## src/core/dctc_pkg.sv

```systemverilog
// package: register map, field layout, mode and source encodings for the dual timer
package dctc_pkg;
	localparam int DCTC_AW = 8;
	localparam logic [7:0] DCTC_LOWER_CTRL_ADDR  = 8'h16;
	localparam logic [7:0] DCTC_UPPER_CTRL_ADDR  = 8'h17;
	localparam logic [7:0] DCTC_LOWER_PERIOD_ADDR = 8'h18;
	localparam logic [7:0] DCTC_LOWER_WIDTH_ADDR  = 8'h19;
	localparam logic [7:0] DCTC_UPPER_PERIOD_ADDR = 8'h1a;
	localparam logic [7:0] DCTC_UPPER_WIDTH_ADDR  = 8'h1b;
	localparam logic [7:0] DCTC_STATUS_ADDR       = 8'h1c;
	localparam logic [7:0] DCTC_CTRL_RESET   = 8'h00;
	localparam logic [7:0] DCTC_PERIOD_RESET = 8'hff;
	localparam logic [7:0] DCTC_WIDTH_RESET  = 8'hff;
	localparam int DCTC_FF_BIT  = 7;
	localparam int DCTC_SRC_HI  = 6;
	localparam int DCTC_SRC_LO  = 4;
	localparam int DCTC_RUN_BIT = 3;
	localparam int DCTC_MODE_HI = 2;
	localparam int DCTC_MODE_LO = 0;
	// prescaler tap positions: divide by 2^(tap+1)
	localparam int DCTC_PRE_W     = 11;
	localparam int DCTC_TAP_D2048 = 10;
	localparam int DCTC_TAP_D128  = 6;
	localparam int DCTC_TAP_D32   = 4;
	localparam int DCTC_TAP_D8    = 2;
	localparam int DCTC_TAP_D2    = 0;
	localparam int DCTC_LOW_TAP_D8 = 2;
	localparam int DCTC_LOW_PRE_W  = 3;
	typedef enum logic [2:0] {
		DCTC_SRC_SLOW    = 3'h0,
		DCTC_SRC_D128    = 3'h1,
		DCTC_SRC_D32     = 3'h2,
		DCTC_SRC_D8      = 3'h3,
		DCTC_SRC_LOWCLK  = 3'h4,
		DCTC_SRC_D2      = 3'h5,
		DCTC_SRC_HIGHCLK = 3'h6,
		DCTC_SRC_PIN     = 3'h7
	} dctc_src_t;
	typedef enum logic [2:0] {
		DCTC_MODE_TIMER8  = 3'h0,
		DCTC_MODE_DIVOUT  = 3'h1,
		DCTC_MODE_PWM8    = 3'h2,
		DCTC_MODE_CASCADE = 3'h3,
		DCTC_MODE_TIMER16 = 3'h4,
		DCTC_MODE_WARMUP  = 3'h5,
		DCTC_MODE_PWM16   = 3'h6,
		DCTC_MODE_PPG16   = 3'h7
	} dctc_mode_t;
	localparam int DCTC_MODE16_BIT = 2;
endpackage

```

## src/core/dctc_top.sv

```systemverilog
// dual cascadable 8-bit timer: registers, prescaler, counters and match events
//
// Notes on behaviour
// - each counter has a control register, an 8-bit period and an 8-bit width register
// - source code picks a prescaled high clock tap, low clock, high clock or pin
// - run bit low halts and clears the count; high starts counting
// - upper mode decodes only bit 2: values 4 to 7 cascade, 0 to 3 all run as 8-bit timers
// - cascaded: source from lower select, run and preset from upper control
// - a start write may load new mode and source at once; the flip-flop keeps the old preset until a stop
// - cascaded high byte counts on the low byte's overflow
// - timer mode: count equal to period raises event, clears count, keeps counting
`timescale 1ns/1ps
`default_nettype none
module dctc_top
	import dctc_pkg::*;
#(
	parameter int DATA_W = 8
)(
	input  wire logic              clock_in,
	input  wire logic              resetn_in,
	input  wire logic [DCTC_AW-1:0] addr_in,
	input  wire logic [DATA_W-1:0] wdata_in,
	input  wire logic              write_in,
	input  wire logic              read_in,
	output logic [DATA_W-1:0]      rdata_out,
	input  wire logic              low_clock_in,
	input  wire logic              lower_pin_in,
	input  wire logic              upper_pin_in,
	input  wire logic              divider_option_bit_in,
	input  wire logic              slow_mode_in,
	output logic                   lower_match_out,
	output logic                   upper_match_out,
	output logic                   lower_flipflop_out,
	output logic                   upper_flipflop_out,
	output logic [DATA_W-1:0]      lower_count_out,
	output logic [DATA_W-1:0]      upper_count_out
);
	logic [DATA_W-1:0] lower_ctrl_reg, upper_ctrl_reg;
	logic [DATA_W-1:0] lower_period_compare_reg, lower_pulse_width_reg;
	logic [DATA_W-1:0] upper_period_compare_reg, upper_pulse_width_reg;
	logic [DATA_W-1:0] lower_cnt_reg, lower_cnt_next, upper_cnt_reg, upper_cnt_next;
	logic [DATA_W-1:0] rdata_reg;
	logic [DCTC_PRE_W-1:0] pre_reg;
	logic [DCTC_LOW_PRE_W-1:0] low_pre_reg;
	logic [2:0] low_sync_reg, lpin_sync_reg, upin_sync_reg;
	logic low_prev_reg, lpin_prev_reg, upin_prev_reg;
	logic lower_ff_reg, upper_ff_reg, lower_match_reg, upper_match_reg;
	logic lower_match_flag_reg, upper_match_flag_reg;

	// three-stage sampling; a change counts once stages two and three agree
	wire low_level   = (low_sync_reg[1] == low_sync_reg[2]) ? low_sync_reg[2] : low_prev_reg;
	wire lpin_level  = (lpin_sync_reg[1] == lpin_sync_reg[2]) ? lpin_sync_reg[2] : lpin_prev_reg;
	wire upin_level  = (upin_sync_reg[1] == upin_sync_reg[2]) ? upin_sync_reg[2] : upin_prev_reg;
	wire low_tick    = low_level & ~low_prev_reg;
	wire lpin_tick   = lpin_level & ~lpin_prev_reg;
	wire upin_tick   = upin_level & ~upin_prev_reg;
	wire low_d8_tick = low_tick & (&low_pre_reg);

	// prescaler carry pulses: bit i toggles 1->0 every 2^(i+1) cycles
	logic [DCTC_PRE_W-1:0] hi_tick;
	genvar gi;
	generate
		for (gi = 0; gi < DCTC_PRE_W; gi++) begin : g_tap
			assign hi_tick[gi] = &pre_reg[gi:0];
		end
	endgenerate
	wire slow_tap = (divider_option_bit_in | slow_mode_in) ? low_d8_tick
		: hi_tick[DCTC_TAP_D2048];

	// field views
	wire [2:0] lower_mode = lower_ctrl_reg[DCTC_MODE_HI:DCTC_MODE_LO];
	wire [2:0] upper_mode = upper_ctrl_reg[DCTC_MODE_HI:DCTC_MODE_LO];
	wire cascade = upper_mode[DCTC_MODE16_BIT];
	wire lower_run = cascade ? upper_ctrl_reg[DCTC_RUN_BIT] : lower_ctrl_reg[DCTC_RUN_BIT];
	wire upper_run = upper_ctrl_reg[DCTC_RUN_BIT];

	logic lower_src_tick, upper_src_tick;
	dctc_tick_sel u_lower_sel (
		.sel_in      (lower_ctrl_reg[DCTC_SRC_HI:DCTC_SRC_LO]),
		.slow_tap_in (slow_tap),
		.hi_tick_in  (hi_tick),
		.low_tick_in (low_tick),
		.pin_tick_in (lpin_tick),
		.tick_out    (lower_src_tick)
	);
	dctc_tick_sel u_upper_sel (
		.sel_in      (upper_ctrl_reg[DCTC_SRC_HI:DCTC_SRC_LO]),
		.slow_tap_in (slow_tap),
		.hi_tick_in  (hi_tick),
		.low_tick_in (low_tick),
		.pin_tick_in (upin_tick),
		.tick_out    (upper_src_tick)
	);

	// 16-bit match compares the pair; 8-bit match compares each byte
	wire [2*DATA_W-1:0] cnt16    = {upper_cnt_reg, lower_cnt_reg};
	wire [2*DATA_W-1:0] period16 = {upper_period_compare_reg, lower_period_compare_reg};
	wire match16 = cascade && lower_run && lower_src_tick && (cnt16 == period16);
	wire lower_match = !cascade && lower_run && lower_src_tick
		&& (lower_cnt_reg == lower_period_compare_reg);
	wire upper_match = !cascade && upper_run && upper_src_tick
		&& (upper_cnt_reg == upper_period_compare_reg);
	wire lower_ovf = lower_src_tick && (&lower_cnt_reg);
	wire upper_tick = cascade ? (lower_run && lower_ovf) : upper_src_tick;

	always_comb begin
		lower_cnt_next = lower_cnt_reg;
		if (!lower_run) begin
			lower_cnt_next = '0;
		end else if (lower_match || match16) begin
			lower_cnt_next = '0;
		end else if (lower_src_tick) begin
			lower_cnt_next = lower_cnt_reg + 1'b1;
		end
	end
	always_comb begin
		upper_cnt_next = upper_cnt_reg;
		if (!upper_run) begin
			upper_cnt_next = '0;
		end else if (upper_match || match16) begin
			upper_cnt_next = '0;
		end else if (upper_tick) begin
			upper_cnt_next = upper_cnt_reg + 1'b1;
		end
	end

	// register decode and writes
	wire wr_lc = write_in && (addr_in == DCTC_LOWER_CTRL_ADDR);
	wire wr_uc = write_in && (addr_in == DCTC_UPPER_CTRL_ADDR);
	wire wr_lp = write_in && (addr_in == DCTC_LOWER_PERIOD_ADDR);
	wire wr_lw = write_in && (addr_in == DCTC_LOWER_WIDTH_ADDR);
	wire wr_up = write_in && (addr_in == DCTC_UPPER_PERIOD_ADDR);
	wire wr_uw = write_in && (addr_in == DCTC_UPPER_WIDTH_ADDR);
	wire rd_st = read_in && (addr_in == DCTC_STATUS_ADDR);
	wire [DATA_W-1:0] status = {{(DATA_W-4){1'b0}}, upper_ff_reg, lower_ff_reg,
		upper_match_flag_reg, lower_match_flag_reg};
	logic [DATA_W-1:0] rd_mux;
	always_comb begin
		case (addr_in)
			DCTC_LOWER_CTRL_ADDR:   rd_mux = lower_ctrl_reg;
			DCTC_UPPER_CTRL_ADDR:   rd_mux = upper_ctrl_reg;
			DCTC_LOWER_PERIOD_ADDR: rd_mux = lower_period_compare_reg;
			DCTC_LOWER_WIDTH_ADDR:  rd_mux = lower_pulse_width_reg;
			DCTC_UPPER_PERIOD_ADDR: rd_mux = upper_period_compare_reg;
			DCTC_UPPER_WIDTH_ADDR:  rd_mux = upper_pulse_width_reg;
			DCTC_STATUS_ADDR:       rd_mux = status;
			default:                rd_mux = '0;
		endcase
	end

	always_ff @(posedge clock_in) begin
		if (!resetn_in) begin
			lower_ctrl_reg <= DCTC_CTRL_RESET;
			upper_ctrl_reg <= DCTC_CTRL_RESET;
			lower_period_compare_reg <= DCTC_PERIOD_RESET;
			upper_period_compare_reg <= DCTC_PERIOD_RESET;
			lower_pulse_width_reg <= DCTC_WIDTH_RESET;
			upper_pulse_width_reg <= DCTC_WIDTH_RESET;
			rdata_reg <= '0;
		end else begin
			// whole-byte writes: start write may carry new fields
			if (wr_lc) lower_ctrl_reg <= wdata_in;
			if (wr_uc) upper_ctrl_reg <= wdata_in;
			if (wr_lp) lower_period_compare_reg <= wdata_in;
			if (wr_lw) lower_pulse_width_reg <= wdata_in;
			if (wr_up) upper_period_compare_reg <= wdata_in;
			if (wr_uw) upper_pulse_width_reg <= wdata_in;
			rdata_reg <= read_in ? rd_mux : '0;
		end
	end

	always_ff @(posedge clock_in) begin
		if (!resetn_in) begin
			pre_reg <= '0;
			low_pre_reg <= '0;
			low_sync_reg <= '0;
			lpin_sync_reg <= '0;
			upin_sync_reg <= '0;
			low_prev_reg <= 1'b0;
			lpin_prev_reg <= 1'b0;
			upin_prev_reg <= 1'b0;
		end else begin
			pre_reg <= pre_reg + 1'b1;
			if (low_tick) low_pre_reg <= low_pre_reg + 1'b1;
			low_sync_reg <= {low_sync_reg[1:0], low_clock_in};
			lpin_sync_reg <= {lpin_sync_reg[1:0], lower_pin_in};
			upin_sync_reg <= {upin_sync_reg[1:0], upper_pin_in};
			low_prev_reg <= low_level;
			lpin_prev_reg <= lpin_level;
			upin_prev_reg <= upin_level;
		end
	end

	always_ff @(posedge clock_in) begin
		if (!resetn_in) begin
			lower_cnt_reg <= '0;
			upper_cnt_reg <= '0;
			lower_ff_reg <= 1'b0;
			upper_ff_reg <= 1'b0;
			lower_match_reg <= 1'b0;
			upper_match_reg <= 1'b0;
			lower_match_flag_reg <= 1'b0;
			upper_match_flag_reg <= 1'b0;
		end else begin
			lower_cnt_reg <= lower_cnt_next;
			upper_cnt_reg <= upper_cnt_next;
			// preset follows the controlling register while stopped
			if (!lower_run) lower_ff_reg <= cascade ? upper_ctrl_reg[DCTC_FF_BIT]
				: lower_ctrl_reg[DCTC_FF_BIT];
			if (!upper_run) upper_ff_reg <= upper_ctrl_reg[DCTC_FF_BIT];
			lower_match_reg <= lower_match;
			upper_match_reg <= upper_match || match16;
			// set wins over the read-clear
			lower_match_flag_reg <= lower_match || (lower_match_flag_reg && !rd_st);
			upper_match_flag_reg <= upper_match || match16 || (upper_match_flag_reg && !rd_st);
		end
	end

	assign rdata_out = rdata_reg;
	assign lower_match_out = lower_match_reg;
	assign upper_match_out = upper_match_reg;
	assign lower_flipflop_out = lower_ff_reg;
	assign upper_flipflop_out = upper_ff_reg;
	assign lower_count_out = lower_cnt_reg;
	assign upper_count_out = upper_cnt_reg;
endmodule
`default_nettype wire

```

## src/core/dctc_tick_sel.sv

```systemverilog
// one counter's source-clock selector over the shared prescaler edges
`timescale 1ns/1ps
`default_nettype none
module dctc_tick_sel
	import dctc_pkg::*;
(
	input  wire logic [2:0]            sel_in,
	input  wire logic                  slow_tap_in,
	input  wire logic [DCTC_PRE_W-1:0] hi_tick_in,
	input  wire logic                  low_tick_in,
	input  wire logic                  pin_tick_in,
	output logic                       tick_out
);
	// clock-rate edge pulses per code; code 110 counts every system cycle
	always_comb begin
		case (dctc_src_t'(sel_in))
			DCTC_SRC_SLOW:    tick_out = slow_tap_in;
			DCTC_SRC_D128:    tick_out = hi_tick_in[DCTC_TAP_D128];
			DCTC_SRC_D32:     tick_out = hi_tick_in[DCTC_TAP_D32];
			DCTC_SRC_D8:      tick_out = hi_tick_in[DCTC_TAP_D8];
			DCTC_SRC_LOWCLK:  tick_out = low_tick_in;
			DCTC_SRC_D2:      tick_out = hi_tick_in[DCTC_TAP_D2];
			DCTC_SRC_HIGHCLK: tick_out = 1'b1;
			DCTC_SRC_PIN:     tick_out = pin_tick_in;
			default:          tick_out = 1'b0;
		endcase
	end
endmodule
`default_nettype wire

```

## config.mk

```make
export PLATFORM = sky130hd
export DESIGN_NAME = dctc_top
export DESIGN_NICKNAME = d
export VERILOG_FILES = /design/src/core/dctc_pkg.sv /design/src/core/dctc_top.sv /design/src/core/dctc_tick_sel.sv
export SDC_FILE = /design/constraint.sdc
export NUM_CORES = 1
export LEC_CHECK = 0
export ABC_AREA = 1
export ABC_CLOCK_PERIOD_IN_PS = 4950
export BUFFER_PORTS_ARGS = -buffer_cell sky130_fd_sc_hd__buf_2
export CAP_MARGIN = 10
export CORE_ASPECT_RATIO = 1.1
export CORE_MARGIN = 1.5
export CORE_UTILIZATION = 55
export DETAILED_ROUTE_END_ITERATION = 10
export PLACE_DENSITY = 0.75
export SETUP_SLACK_MARGIN = 0.1
export SLEW_MARGIN = 25
export SYNTH_ARGS = -nofsm -noshare
export SYNTH_HDL_FRONTEND = slang
export SYNTH_HIERARCHICAL = 1
export SYNTH_SLANG_ARGS = --single-unit
```

## constraint.sdc

```tcl
create_clock -name clock_in -period 4.95 [get_ports clock_in]
set_input_delay 0.99 -clock clock_in [delete_from_list [all_inputs] [get_ports clock_in]]
set_output_delay 0.99 -clock clock_in [all_outputs]
set_load 0.005 [all_outputs]
```

==> impl_results.md <==
- Final period util: 60.81%
- Ys Warns: 6
- Top post-synthesis cells by count: nand2_1 (196), dfxtp_1 (104), inv_1 (88)
- Global route overflow: 0
- Die area: 0.009966 sq mm
- Fill cells: 836
- Final setup skew: 0.01301 ns
- Clk pwr share: 37.1%
- Syn Nets: 750
- Worst Tran Pin Value: 1.019 ns
- Lkg Pwr: 2.693 nW
- # clock sinks: 104
- Core area: 0.008964 sq mm
- CP required: 5.22 ns
- Flop pwr share: 58.2%
- Number of synthesized flops with an enable pin: 0
- 1st-iter DRT viols: 223
- Worst setup path class: flip-flop to flip-flop
- Largest net degree at the start of global routing: 54
- Netlist Area Pre-Place: 0.005156 sq mm
- CP Data Arrival Time: 3.28 ns
- Most used flip-flop cell after synthesis: dfxtp_1
- Max FO, Critical Path: 15
- Synth-to-Final Area Change: 9.294%
- Initial antenna violation count: 0
- Post-route DRC: 0
- Power Total: 1.452 mW
- Detail Route Antenna Nets: 0
- Worst Hold End: lpin_sync_reg[1]
- IO Count: 53
- CTS Buf Count: 9
- # H-tree levels: 3
- CTS tree: yes
- Top cells by area, synth: dfxtp_1 (40%), nand2_1 (14%), inv_1 (6.4%)
- Routability Congestion: 0.9237
- Total GRT Usage: 25.60%
- Sw frac: 23.72%
- Vias: 4669
- Pre-antenna DRT Iters: 5
- Most common cell in the netlist: nand2_1
- Synth Register Bits: 104
- Status: finished, final reports clean
- Max cap viols: 0
- CTS Root Cell: clkbuf_8
- Synth unique cells: 32
- PwrDens: 257.7 mW/mm^2
- Clk_lat worst skew: 0.37 ns
- Tmin final: 3.010 ns
- Max FFs per register: 11
- Die height: 104.6 um
- Hold Path Depth: 2
- HPWL after DPL: 9158 um
- Max Buffers Root-to-Sink: 2
- Reg-to-reg startpoint: pre_reg[0]
- Die X: 95.32 um
- Post-CTS Setup Bufs: 0
- Final setup margin: 1.940 ns
- Critical Path End Type: flip-flop
- Peak Freq: 332.2 MHz
- Final setup viols: 0
- CP Launch Type: flip-flop
- Worst-path clk slew: 0.10 ns
- Starting Density: 57.52%
- Worst R2R Setup Slack: 1.94 ns
- Synthesized area per cell: 7.191 sq um
- Hold crit path type: flip-flop to flip-flop
- Hold wc startpoint: lpin_sync_reg[0]
- First-pass GRT wire length: 20060 um
- Mapped Cells: 717
- Number of buffers added on ports: 52
- Maximum VDD drop: 0.0002816 V
- Yosys top cell area share: 40.38%
- CTS Hold Bufs: 0
- # nets final: 794
- # diodes: 0
- Internal: 1.108 mW
- FFs w/ async S/R, synth: 0%
- Avg WL per Cell: 13.85 um
- Hold Fails Final Rpt: 0
- Net switching power: 0.3445 mW
- RSZ-0062 raised after global routing: false
- Final WL: 12190 um
- Pins Over Slew Limit: 0
- Slew margin rel.: 31.98%
- Vias in the first global route: 4353
- Via density: 5.306
- Share of post-route cells with drive strength above 1: 15.67%
- Reg2Reg Depth: 20
- Setup TNS: 0 ns
- Cell type with the highest aggregate area in the netlist: dfxtp_1
- Setup WS pre-CTS: 1.937 ns
- # rows: 36
- Worst r2r dst: upper_count_out[5]
- Combinational Power Share: 4.6%
- Seq/Total Area, Yosys: 40.38%
- CTS resizes: 0
==> per-layer routing <==
| metal | track usage (%) | up-vias | part of all wire (%) |
|---|---|---|---|
| met5 | 0 | - | 0 |
| met4 | 10.87 | 0 | 2.3 |
| met3 | 3.785 | 22 | 5.7 |
| met2 | 40.98 | 144 | 47 |
| met1 | 33.87 | 2132 | 45 |
| li1 | - | 2371 | - |
==> critical path: stages (launching register included) <==
cell	delay [ns]
dfxtp_1	0.41
ha_1	0.20
nand3_1	0.10
nor2_1	0.12
nand2_1	0.10
nor3_1	0.21
nand2_1	0.11
mux2i_1	0.20
nand2_1	0.07
nand3_1	0.07
nand3_1	0.07
nand2_1	0.23
nand3_1	0.16
nor2_2	0.17
nand3_1	0.14
nand2_2	0.25
nand2_1	0.08
nand2_1	0.07
nand2_1	0.05
inv_1	0.05
nor2_1	0.04
==> cell usage in the layout (no fill, tap or decap), types with 3 or more instances in the layout <==
cell type / instances
nand2_1: 196
dfxtp_1: 104
inv_1: 88
nor2_1: 84
nand3_1: 62
buf_2: 52
a21oi_1: 38
o21ai_0: 28
o211ai_2: 16
o211ai_1: 16
clkbuf_8: 10
ha_1: 8
inv_2: 7
xor2_1: 7
nand2_2: 6
nand2_4: 4
nand3_4: 4
nand3_2: 4
nor3_4: 3
nor2_2: 3
nand4_1: 3
nor2_4: 3
nand3b_1: 3
==> cell type report <==
class	count	area, sq um	area share, %
multi-input combinational	498	2589	45.94
sequential	104	2082	36.95
inverter	95	356.6	6.328
timing repair buffer	53	267.8	4.751
tap	114	142.6	2.531
clock buffer	11	141.4	2.509
clock inverter	5	56.30	0.9991
==> worst max path at each step <==
stage | from | end | slack (ns) | cells past startpoint
after floorplan | slow_mode_in | upper_count_out[5] | 2.40 | 16
after global placement | slow_mode_in | upper_count_out[6] | 2.01 | 16
after detailed placement | slow_mode_in | upper_count_out[5] | 1.94 | 16
after CTS | pre_reg[0] | upper_count_out[5] | 1.93 | 20
after global routing | pre_reg[0] | upper_count_out[7] | 1.57 | 19
final | pre_reg[0] | upper_count_out[5] | 1.94 | 20
==> kinds of logic (layout without fill, tap and decap cells) <==
family	count (synthesis)	after routing	share of synthesized area (%)
simple gates	379	379	33.66
compound gates	103	103	13.22
flops	104	104	40.38
fa+ha+maj	8	8	1.941
xor+xnor	7	7	1.189
mux	1	1	0.1941
buf+inv	115	164	9.415
==> metrics by stage <==
step / cell area [sq um] / utilization [%] / hold slack [ns] / instances
global placement: 5438 / 60.66 / 0.3967 / 864
floorplan: 5156 / - / 0.3905 / 717
global route: 5635 / 62.87 / 0.4499 / 880
finish: 5635 / 62.87 / 0.4220 / 880
CTS: 5635 / 62.87 / 0.4233 / 880
detailed placement: 5438 / 60.66 / 0.4020 / 864
==> power by group through the flow <==
stage | registers [mW] | clock network, mW | logic [mW]
floorplan | 0.864 | 0 | 0.0426
global placement | 0.865 | 0 | 0.0643
detailed placement | 0.865 | 0 | 0.0667
CTS | 0.846 | 0.542 | 0.0671
global route | 0.847 | 0.575 | 0.0737
finish | 0.846 | 0.539 | 0.0671
No activity file was read; power rests on OpenSTA's default activity.
